[src/rtl/port_io_pkg.sv]
/*
 * Shared constants and carriers for the byte-wide port block.
 * Assumes a byte-wide controller core that issues one special function
 * register access per cycle and tells the port its opcode.
 */
package port_io_pkg;
    // ==========================================================
    // register map
    localparam logic [7:0] ADDR_PORT1_LATCH_AND_PINS = 8'h90;
    localparam logic [7:0] ADDR_PORT1_DRIVER_SELECT  = 8'hA5;
    localparam logic [7:0] RESET_PORT1_LATCH         = 8'hFF;
    localparam logic [7:0] RESET_PORT1_DRIVER_SELECT = 8'h00;
    localparam logic [7:0] READ_UNMAPPED             = 8'h00;
    localparam logic       DRV_OPEN_DRAIN            = 1'b0;
    localparam logic       DRV_PUSH_PULL             = 1'b1;
    localparam int         PORT_WIDTH                = 8;

    // ==========================================================
    // opcodes whose port access reads the latch
    localparam logic [7:0] OP_ANL_DIR_A   = 8'h52;
    localparam logic [7:0] OP_ANL_DIR_IMM = 8'h53;
    localparam logic [7:0] OP_ORL_DIR_A   = 8'h42;
    localparam logic [7:0] OP_ORL_DIR_IMM = 8'h43;
    localparam logic [7:0] OP_XRL_DIR_A   = 8'h62;
    localparam logic [7:0] OP_XRL_DIR_IMM = 8'h63;
    localparam logic [7:0] OP_JBC_BIT     = 8'h10;
    localparam logic [7:0] OP_CPL_BIT     = 8'hB2;
    localparam logic [7:0] OP_INC_DIR     = 8'h05;
    localparam logic [7:0] OP_DEC_DIR     = 8'h15;
    localparam logic [7:0] OP_DJNZ_DIR    = 8'hD5;
    localparam logic [7:0] OP_MOV_BIT_C   = 8'h92;
    localparam logic [7:0] OP_CLR_BIT     = 8'hC2;
    localparam logic [7:0] OP_SETB_BIT    = 8'hD2;

    // ==========================================================
    // one access from the core
    typedef struct packed {
        logic       rd;       // read strobe
        logic       wr;       // write strobe
        logic       bit_op;   // single-bit access
        logic [2:0] bit_idx;  // bit within byte
        logic [7:0] addr;     // register address
        logic [7:0] wdata;    // byte, or bit in wdata[0]
        logic [7:0] opcode;   // instruction doing the access
    } sfr_req_t;

    // pin drive toward the pads
    typedef struct packed {
        logic [7:0] out;      // level driven
        logic [7:0] oe;       // high while the pin is driven
    } pin_drive_t;

    typedef enum logic [1:0] {
        RD_PINS  = 2'b00,
        RD_LATCH = 2'b01,
        RD_CFG   = 2'b10,
        RD_NONE  = 2'b11
    } rd_src_t;
endpackage

[src/rtl/byte_wide_port_io.sv]
/*
 * Port 1 logic: output latch, driver select, pin drive and
 * register read path for byte and bit accesses.
 * Assumes pins and crossbar controls are synchronous to mclk.
 */
// What this block does
// - port register reached by byte or bit
// - writes land in output latch
// - plain reads return pin levels
// - read-modify-write reads latch, writes back
// - ANL ORL XRL JBC CPL INC DEC DJNZ
// - bit MOV CLR SETB read latch
// - unbonded port registers stay usable
// - weak pull-ups enabled after reset
`timescale 1ns/1ps
module byte_wide_port_io
    import port_io_pkg::*;
(
    input  wire logic                  mclk,
    input  wire logic                  rst,
    input  wire logic                  ce,
    input  wire port_io_pkg::sfr_req_t req,
    output logic [7:0]                 rdata,
    input  wire logic [7:0]            pin_in,
    output port_io_pkg::pin_drive_t    pin_drive,
    input  wire logic [7:0]            xbar_assigned,
    input  wire logic [7:0]            xbar_periph_out,
    input  wire logic                  weak_pullup_disable,
    output logic                       weak_pullup_en
);
    import port_io_pkg::*;

    logic [7:0] latch_q;
    logic [7:0] drv_sel_q;
    logic [7:0] rdata_q;
    logic [7:0] read_view;
    logic [7:0] drive_val;
    logic [7:0] wr_merge;
    logic       pullup_q;
    logic       hit_port;
    logic       hit_cfg;
    logic       reads_latch;
    rd_src_t    src;
    pin_drive_t drive_d;
    pin_drive_t drive_q;

    // ==========================================================
    // address decode and read source
    assign hit_port = (req.addr == ADDR_PORT1_LATCH_AND_PINS);
    assign hit_cfg  = (req.addr == ADDR_PORT1_DRIVER_SELECT);

    rmw_decode i_rmw_decode (
        .opcode      (req.opcode),
        .reads_latch (reads_latch)
    );

    always_comb begin
        if (hit_port && reads_latch) begin
            src = RD_LATCH;
        end else if (hit_port) begin
            src = RD_PINS;
        end else if (hit_cfg) begin
            src = RD_CFG;
        end else begin
            src = RD_NONE;
        end
    end

    always_comb begin
        case (src)
            RD_PINS:  read_view = pin_in;
            RD_LATCH: read_view = latch_q;
            RD_CFG:   read_view = drv_sel_q;
            RD_NONE:  read_view = READ_UNMAPPED;
            default:  read_view = READ_UNMAPPED;
        endcase
    end

    // ==========================================================
    // read data register
    // bit read in bit zero
    always_ff @(posedge mclk) begin
        if (rst) begin
            rdata_q <= READ_UNMAPPED;
        end else if (ce && req.rd) begin
            if (req.bit_op) begin
                rdata_q <= {7'h00, read_view[req.bit_idx]};
            end else begin
                rdata_q <= read_view;
            end
        end
    end
    assign rdata = rdata_q;

    // ==========================================================
    // write merge: a bit write only touches its own bit
    // bit write merges latch, or driver select for that register
    always_comb begin
        wr_merge = hit_cfg ? drv_sel_q : latch_q;
        if (req.bit_op) begin
            wr_merge[req.bit_idx] = req.wdata[0];
        end else begin
            wr_merge = req.wdata;
        end
    end

    always_ff @(posedge mclk) begin
        if (rst) begin
            latch_q <= RESET_PORT1_LATCH;
        end else if (ce && req.wr && hit_port) begin
            latch_q <= wr_merge;
        end
    end

    always_ff @(posedge mclk) begin
        if (rst) begin
            drv_sel_q <= RESET_PORT1_DRIVER_SELECT;
        end else if (ce && req.wr && hit_cfg) begin
            drv_sel_q <= wr_merge;
        end
    end

    // ==========================================================
    // pin drive, one bit per pin
    // latch or crossbar value
    for (genvar i = 0; i < PORT_WIDTH; i++) begin : g_pin
        assign drive_val[i] = xbar_assigned[i] ? xbar_periph_out[i]
                                               : latch_q[i];
        assign drive_d.out[i] = drive_val[i];
        assign drive_d.oe[i]  = (drv_sel_q[i] == DRV_PUSH_PULL) ?
                                1'b1 : ~drive_val[i];
    end

    // registered pad drive
    always_ff @(posedge mclk) begin
        if (rst) begin
            drive_q <= '0;
        end else if (ce) begin
            drive_q <= drive_d;
        end
    end
    assign pin_drive = drive_q;

    always_ff @(posedge mclk) begin
        if (rst) begin
            pullup_q <= 1'b1;
        end else if (ce) begin
            pullup_q <= ~weak_pullup_disable;
        end
    end
    assign weak_pullup_en = pullup_q;
endmodule

[src/rtl/rmw_decode.sv]
/*
 * Opcode classifier: flags instructions whose port read
 * returns the output latch instead of the pins.
 * Assumes the opcode is stable while the access strobe is high.
 */
`timescale 1ns/1ps
module rmw_decode
    import port_io_pkg::*;
(
    input  wire logic [7:0] opcode,
    output logic            reads_latch
);
    // ==========================================================
    // classification
    // logic, arithmetic, jump and bit opcodes
    always_comb begin
        case (opcode)
            OP_ANL_DIR_A, OP_ANL_DIR_IMM,
            OP_ORL_DIR_A, OP_ORL_DIR_IMM,
            OP_XRL_DIR_A, OP_XRL_DIR_IMM,
            OP_JBC_BIT, OP_CPL_BIT,
            OP_INC_DIR, OP_DEC_DIR, OP_DJNZ_DIR: reads_latch = 1'b1;
            OP_MOV_BIT_C, OP_CLR_BIT, OP_SETB_BIT: reads_latch = 1'b1;
            default: reads_latch = 1'b0;
        endcase
    end
endmodule

[config.mk]
export PLATFORM = sky130hd
export DESIGN_NAME = byte_wide_port_io
export DESIGN_NICKNAME = d
export VERILOG_FILES = /design/src/rtl/port_io_pkg.sv /design/src/rtl/byte_wide_port_io.sv /design/src/rtl/rmw_decode.sv
export SDC_FILE = /design/constraint.sdc
export NUM_CORES = 1
export LEC_CHECK = 0
export BUFFER_PORTS_ARGS = -buffer_cell sky130_fd_sc_hd__buf_2
export CAP_MARGIN = 15
export CELL_PAD_IN_SITES_DETAIL_PLACEMENT = 1
export CELL_PAD_IN_SITES_GLOBAL_PLACEMENT = 1
export CORE_ASPECT_RATIO = 2
export CORE_MARGIN = 4
export CORE_UTILIZATION = 34
export CTS_BUF_LIST = sky130_fd_sc_hd__clkbuf_16
export DETAILED_ROUTE_END_ITERATION = 16
export PLACE_DENSITY_LB_ADDON = 0.1
export SYNTH_ARGS = -nofsm -noshare
export SYNTH_HDL_FRONTEND = slang
export SYNTH_SLANG_ARGS = --single-unit
[constraint.sdc]
create_clock -name mclk -period 2.8 [get_ports mclk]
set_input_delay 0.56 -clock mclk [delete_from_list [all_inputs] [get_ports mclk]]
set_output_delay 0.56 -clock mclk [all_outputs]
set_load 0.01 [all_outputs]
==> results of run 1 <==
power by group through the flow:
stage                     logic [mW]  clock network (mW)  registers [mW]
after floorplan               0.0857                   0           0.631
after global placement         0.179                   0           0.623
after detailed placement       0.183                   0           0.623
after CTS                      0.183               0.674           0.610
after global routing           0.200               0.702           0.612
final                          0.181               0.659           0.610
state kept, by name, indices dropped and copies added, names as in the netlist:
register        cells
drv_sel_q           8
rdata               8
pin_drive          16
weak_pullup_en      1
latch_q             8
cells in the final DEF, fill, tap and decap left out, types with 4 or more instances in the layout:
cell	instances
a22oi_1	4
mux2i_1	12
buf_4	8
o211ai_1	5
dfxtp_1	41
buf_2	82
a211o_1	10
a211oi_1	25
clkbuf_16	5
o21ai_0	15
nor2_1	62
a21oi_1	14
nand2_1	18
nand2b_1	4
final cells by class:
class                           instances  area (um^2)  share of cell area [%]
Inverter                                3         11.3                   0.399
Clock inverter                          3         41.3                    1.46
Multi-Input combinational cell        207         1250                    44.2
Sequential cell                        41          821                    29.1
Clock buffer                            5          125                    4.43
Timing Repair Buffer                   90          470                    16.7
Tap cell                               86          108                    3.81
per-stage QoR:
step	worst slack [ps]	instances	total power, mW	instance area, um^2
final	399	435	1.45	2820
after global routing	243	435	1.51	2820
after CTS	380	435	1.47	2820
after floorplan	292	272	0.717	2170
after global placement	123	427	0.802	2660
after detailed placement	78.9	427	0.806	2660
per-layer routing:
layer	global-route usage (%)	wire length [um]
met5	0	0
met4	8.61	171
met1	18.4	2610
met2	35.6	3860
met3	3.52	337
path summary, 6_finish.rpt:
check	slack [ps]	end
hold / removal	480	weak_pullup_en
setup reg to reg	1410	rdata[0]
setup / recovery	400	rdata[0]
hold reg to reg	480	weak_pullup_en
cells by family (layout without fill, tap and decap cells):
group           count (synthesis)  in the layout  share of synthesized area [%]
flops                          41             41                           37.8
mux                            15             15                           7.09
buf+inv                        24            101                           4.78
simple gates                  103            103                           21.8
compound gates                 89             89                           28.6
worst register-to-register path, delay by kind of cell (launching register included):
family         cells  cell delay, ps
AO/OA/AOI/OAI      3             670
flip-flops         1             350
multiplexers       1             270
==> results.yml, run 1 <==
grt:
  grt_pass1_wl_um: 11400
  track_usage_pct: 18.5
  antenna_found_initial: 0
  grt_max_degree: 42
  overflow: 0
  grt_pass1_vias: 2415
final_layout:
  antenna_cells: 0
  area_growth_syn_to_layout_pct: 30.0
  fin_util_pct: 45.1
  drive_gt1_share_pct: 29.5
  fillers: 814
  fin_nets: 406
cts:
  clkTransAtPathRegs_ps: 60
  cts_htree_levels: 2
  cts_setup_buffers: 0
  hold_buffers: 0
  cts-buffers-inserted: 5
  cts-root-buf: "clkbuf_16"
  clk_latency_ps: 290
  cts_tree: "built"
  clock_path_buffers: 2
  cts.sink_count: 41
  cts_resized: 0
sta:
  slew_headroom_pct: 70.6
  fin_setup_tns_ps: 0
  hold_viol_final: 0
  rsz0062_at_grt: "no"
  max_freq_mhz: 417
  tightest_slew_ps: 438
  min_period_ps: 2400
  fin_crit_sh_pct: 85.7
  clock_skew_ps: 5.94
  timing.hold.ws_ps: 478
  slew_viol_final: 0
  setup_violations: 0
placed_design:
  gp_congestion: 0.787
  dp_hpwl_um: 5450
  numPortBuffers: 82
die:
  fp.coreArea_um2: 6260
  start_util_pct: 34.7
  die_area_um2: 7810
  die_x_um: 64.5
  die_height_um: 121
  io_pins: 83
  rows: 41
power:
  clkPwrFrac_pct: 45.4
  pwr-share-comb_pct: 12.5
  ir_drop_uv: 310
  seq_power_share_pct: 42.1
  sw_frac_of_total_pct: 24.4
  power.internal_mw: 1.10
  powerDensity_nw_per_um2: 513
  leakagePower_nw: 1.19
  power.switching_mw: 0.353
run:
  cap_violations: 0
run_status:
  status: "complete, no violations"
worst_setup_path:
  worstSetupStartpointType: "primary input"
  rr_worst_depth: 4
  crit_arrival_ps: 2580
  critPathLaunch: "req[17]"
  max_stage_delay_ps: 600
  crit_buf_inv: 1
  crit_fanout: 8
  critPathTopFamily: "simple AND/OR/NAND/NOR gates"
  cp.depth: 8
  critPathKind: "in -> reg"
  end_kind: "flop"
  cpMaxStageDelayCell: "or4b_1"
  required_ps: 2980
  crit_chain: "buf_2 -> or4b_1 -> nor4_4 -> nand2_2 -> nor2_1 -> a21oi_1 -> mux2_2 -> a211o_1"
  r2r-start: "latch_q[1]"
synthesis:
  ys_ff_latch: 41
  netlist_top_cells_count: "nor2_1 (62), dfxtp_1 (41), a211oi_1 (25), nand2_1 (18), o21ai_0 (15)"
  yosysUniqueCellTypes: 43
  synth-warning-count: 0
  yosysTopAreaCellShare_pct: 37.8
  syn_nets: 330
  yosysMostFrequentCell: "nor2_1"
  syn-instance-count: 272
  async_flop_share_pct: 0
  avgSynthCellArea_um2: 7.99
  synth_seq_area_share_pct: 37.8
  netlist_top_cells_area: "dfxtp_1 (38%), nor2_1 (11%), a211oi_1 (8.6%)"
  synth_edf_count: 0
  synth_ff_type: "dfxtp_1"
  netlist_area_um2: 2170
  synth_top_cell_by_area: "dfxtp_1"
detailed_routing:
  firstDrtPassIters: 4
  via_per_inst: 5.30
  vias: 2304
  drt-total-wl_um: 6980
  drc: 0
  postRouteAntennaNets: 0
  post_drt_wl_per_cell_um: 16.0
  drtIter0Drc: 49
min_path:
  hold_path_depth: 2
  hold_class: "reg -> reg"
  min_from: "weak_pullup_en"
(Power assumes the default switching activity.)
==> run 2, diff against run 1 <==
Settings changed: ABC_AREA set to 1.
==> results.yml, run 2 <==
cts:
  clock_path_buffers: 2
  clkTransAtPathRegs_ps: 60
  cts-buffers-inserted: 5
  cts-root-buf: "clkbuf_16"
  cts_tree: "built"
  cts.sink_count: 41
  clk_latency_ps: 290
  cts_htree_levels: 2
  cts_resized: 0
  cts_setup_buffers: 0
  hold_buffers: 0
grt:
  grt_pass1_wl_um: 13100
  grtUsageMet3_pct: 3.12
  overflow: 0
  gr-max-usage-layer: "met2"
  use_met1_pct: 19.1
  grt_pass1_vias: 2852
  antenna_found_initial: 0
  use_met2_pct: 39.1
  grt_max_degree: 27
  track_usage_pct: 20.0
synthesis:
  synthSimpleGateAreaFrac_pct: 30.1
  ys_ff_latch: 41
  syn-instance-count: 371
  netlist_area_um2: 2360
  syn_nets: 429
  netlist_top_cells_area: "dfxtp_1 (35%), nand2_1 (16%), inv_1 (9.6%)"
  async_flop_share_pct: 0
  synth_top_family_by_area: "simple AND/OR/NAND/NOR gates"
  synth_adder_area_share_pct: 0
  yosysMostFrequentCell: "nand2_1"
  avgSynthCellArea_um2: 6.35
  yosysTopAreaCellShare_pct: 34.8
  synth_ff_type: "dfxtp_1"
  yosysUniqueCellTypes: 29
  synth-xor-area-share_pct: 0
  synth-warning-count: 0
  synth_top_cell_by_area: "dfxtp_1"
  synth_compound_area_share_pct: 22.1
  netlist_top_cells_count: "nand2_1 (98), inv_1 (60), dfxtp_1 (41), a21oi_1 (36), o21ai_0 (32)"
  synth.area.mux_share_pct: 0
  synth_edf_count: 0
  synth_seq_area_share_pct: 34.8
worst_setup_path:
  cpMaxStageDelayCell: "o21ai_0"
  crit_buf_inv: 3
  max_stage_delay_ps: 340
  critPathLaunch: "req[22]"
  crit_fanout: 16
  crit_chain: "buf_2 -> inv_1 -> nand2_1 -> nor3_1 -> nand2_1 -> o21ai_0 -> inv_1 -> nand2_1 -> nand3_1 -> nand2_1 -> nor2_1 -> nand2_1 -> nand2_1 -> a21oi_2"
  worstSetupStartpointType: "primary input"
  critPathKind: "in -> reg"
  end_kind: "flop"
  required_ps: 3030
  crit_arrival_ps: 2230
  r2r-start: "drv_sel_q[4]"
  critPathTopFamily: "simple AND/OR/NAND/NOR gates"
  crit_top_cell: "nand2_1"
final_layout:
  fin_util_pct: 44.8
  fin_nets: 508
  layout_commonest_cell: "nand2_1"
  drive_gt1_share_pct: 22.2
  mostFrequentLayoutCells: "nand2_1 (98), buf_2 (82), inv_1 (60)"
  antenna_cells: 0
  largest_reg_flops: 16
  final_area_um2: 2990
  area_growth_syn_to_layout_pct: 26.9
run_status:
  status: "complete, no violations"
detailed_routing:
  firstDrtPassIters: 4
  postRouteAntennaNets: 0
  drtIter0Drc: 89
  via_per_inst: 5.05
  vias: 2723
  drt-total-wl_um: 7900
  post_drt_wl_per_cell_um: 14.7
  drc: 0
sta:
  rsz0062_at_grt: "no"
  fin_setup_tns_ps: 0
  slew_viol_final: 0
  fin_crit_sh_pct: 71.6
  slew_headroom_pct: 61.5
  max_freq_mhz: 499
  setup_violations: 0
  min_period_ps: 2000
  hold_viol_final: 0
  tightest_slew_ps: 578
  clock_skew_ps: 3.74
placed_design:
  numPortBuffers: 82
  dpl-instance-area_um2: 2820
  dp_hpwl_um: 6510
  gp_congestion: 0.853
run:
  cap_violations: 0
die:
  rows: 42
  fp.coreArea_um2: 6670
  die_height_um: 126
  start_util_pct: 35.3
  io_pins: 83
  die_area_um2: 8410
  die_x_um: 66.9
power:
  ir_drop_uv: 569
  leakagePower_nw: 1.57
  powerDensity_nw_per_um2: 485
min_path:
  min_from: "rdata[5]"
  hold_class: "reg -> reg"
## run 2: worst register-to-register path, stage by stage (launching register included)
cell and delay [ps]:
dfxtp_1 360, inv_1 60, o21ai_0 230, inv_1 70
nand2_1 80, nand3_1 80, nand2_1 100, nor2_1 50
nand2_1 50, nand2_1 60, a21oi_2 110
## run 2: metal layers
metal  part of all wire (%)  wire length [um]
met1                     35              2800
met2                     56              4440
met3                    4.5               352
met4                    3.9               311
met5                      0                 0
## run 2: power breakdown
group | total (mW) | internal, mW | switching (mW)
combinational | 0.185 | 0.0714 | 0.113
sequential | 0.610 | 0.601 | 0.00887
clock | 0.654 | 0.417 | 0.237
total | 1.45 | 1.09 | 0.359
## run 2: worst paths after layout
| check | slack (ps) | end | cells after the start |
|---|---|---|---|
| worst min-delay path | 460 | rdata[5] | 2 |
| worst min register to register | 460 | rdata[5] | 2 |
| worst max-delay path | 800 | rdata[0] | 14 |
| worst max register to register | 1500 | rdata[0] | 10 |
## run 2: layout make-up
type | instances | area [um^2]
Timing Repair Buffer | 84 | 425
Clock buffer | 5 | 125
Inverter | 63 | 236
Tap cell | 88 | 110
Multi-Input combinational cell | 255 | 1230
Fill cell | 931 | 3680
Clock inverter | 3 | 41.3
Sequential cell | 41 | 821
## run 2: cell families (layout without fill, tap and decap cells)
group / count (synthesis) / after routing
DFF: 41 / 41
buffers and inverters: 75 / 155
AOI/OAI and AO/OA: 91 / 91
and+or+nand+nor: 164 / 164
## run 2: per-stage QoR
stage	hold WS, ps	cells	power, mW	setup slack [ps]
after floorplan	483	371	0.717	1020
after global placement	453	531	0.805	537
after detailed placement	454	531	0.810	469
after CTS	462	539	1.47	761
after global routing	478	539	1.52	388
final	460	539	1.45	796
==> run 3, diff against run 2 <==
Settings changed: CORE_UTILIZATION 34 to 30.
Clock period 2.8 ns to 1.75 ns, I/O delays scaled along.
==> results.yml, run 3 (synthesis results as in run 2) <==
final_layout:
  antenna_cells: 0
  largest_reg_flops: 16
  mostFrequentLayoutCells: "nand2_1 (92), buf_2 (80), inv_1 (61)"
  drive_gt1_share_pct: 30.6
  final_area_um2: 3400
  layout_commonest_cell: "nand2_1"
  area_growth_syn_to_layout_pct: 44.3
  fin_nets: 547
  stdcell_count: 584
worst_setup_path:
  cpMaxStageDelayCell: "nor3_4"
  crit_fanout: 4
  max_stage_delay_ps: 270
  crit_chain: "buf_2 -> nor2_4 -> nand2_2 -> nor3_4 -> buf_6 -> buf_12 -> buf_6 -> nand4_1 -> nand2_2 -> nand2_1 -> nand2_1 -> nor2_1 -> nand2_1 -> nand2_1 -> a21oi_2"
  crit_top_cell: "nand2_1"
  required_ps: 1970
  crit_buf_inv: 4
  critPathTopFamily: "simple AND/OR/NAND/NOR gates"
  crit_arrival_ps: 1910
  end_kind: "flop"
  critPathKind: "in -> reg"
  worstSetupStartpointType: "primary input"
sta:
  setup_violations: 0
  tightest_slew_ps: 537
  min_period_ps: 1680
  slew_headroom_pct: 64.2
  slew_viol_final: 0
  hold_viol_final: 0
  fin_crit_sh_pct: 96.3
  setup_slack_ps: 65.3
  max_freq_mhz: 594
  clock_skew_ps: 1.63
detailed_routing:
  drtIter0Drc: 60
  vias: 2849
  drc: 0
  via_per_inst: 4.88
  postRouteAntennaNets: 0
  firstDrtPassIters: 4
  post_drt_wl_per_cell_um: 14.3
  drt-total-wl_um: 8360
grt:
  grt_pass1_wl_um: 13400
  overflow: 0
  grt_pass1_vias: 2873
  antenna_found_initial: 0
  track_usage_pct: 17.9
  grt_max_degree: 26
die:
  die_x_um: 70.7
  start_util_pct: 31.0
  fp.coreArea_um2: 7600
  die_area_um2: 9420
  io_pins: 83
  die_height_um: 133
  rows: 45
power:
  ir_drop_uv: 603
  leakagePower_nw: 1.79
  powerDensity_nw_per_um2: 700
  total_power_mw: 2.38
placed_design:
  dpl-instance-area_um2: 3070
  place_inst: 566
  dp_slack_ps: -210
  gp_congestion: 0.873
  numPortBuffers: 82
  dp_hpwl_um: 6740
run_status:
  status: "complete, no violations"
cts:
  cts-root-buf: "clkbuf_16"
  hold_buffers: 0
  cts.sink_count: 41
  clk_latency_ps: 290
  cts_htree_levels: 2
  clkTransAtPathRegs_ps: 60
  clock_path_buffers: 2
  cts-buffers-inserted: 5
  cts_tree: "built"
run:
  cap_violations: 0
min_path:
  hold_class: "in -> reg"
[run 3: metrics by stage]
stage	TNS [ps]	utilization, %	hold WS (ps)
floorplan	0	-	450
global placement	-538	40.4	449
CTS	0	42.6	234
finish	0	44.7	237
detailed placement	-1680	40.4	455
global route	-38.8	44.7	262
[run 3: timing repair]
item,4_1_cts,5_1_grt
resized for setup,0,26
buffers inserted,0,10
setup endpoints to repair,0,4
[run 3: layer usage]
metal / vias to the layer above / GRT usage [%] / wire, um
met3: 11 / 3.32 / 330
li1: 1450 / - / -
met4: 0 / 7.74 / 221
met5: - / 0 / 0
met2: 63 / 34.9 / 4760
met1: 1325 / 17.6 / 3050
[run 3: report_power, final]
group	switching, mW	internal, mW	total [mW]
clock	0.401	0.671	1.07
combinational	0.191	0.141	0.331
sequential	0.0146	0.962	0.976
[run 3: layout make-up]
| cell class | instances | area (um^2) |
|---|---|---|
| well taps | 94 | 118 |
| fillers | 1059 | 4200 |
| clock buffers | 5 | 125 |
| flip-flops and latches | 41 | 821 |
| inverters | 63 | 236 |
| repair buffers | 123 | 779 |
| clock inverters | 3 | 42.5 |
| multi-input cells | 255 | 1280 |
[run 3: worst paths after layout]
check,startpoint,endpoint,slack [ps],cells past startpoint
max,req[17],rdata[0],70,15
min,weak_pullup_disable,weak_pullup_en,240,2
max reg2reg,drv_sel_q[4],rdata[0],460,10
min reg2reg,rdata[2],rdata[2],460,2
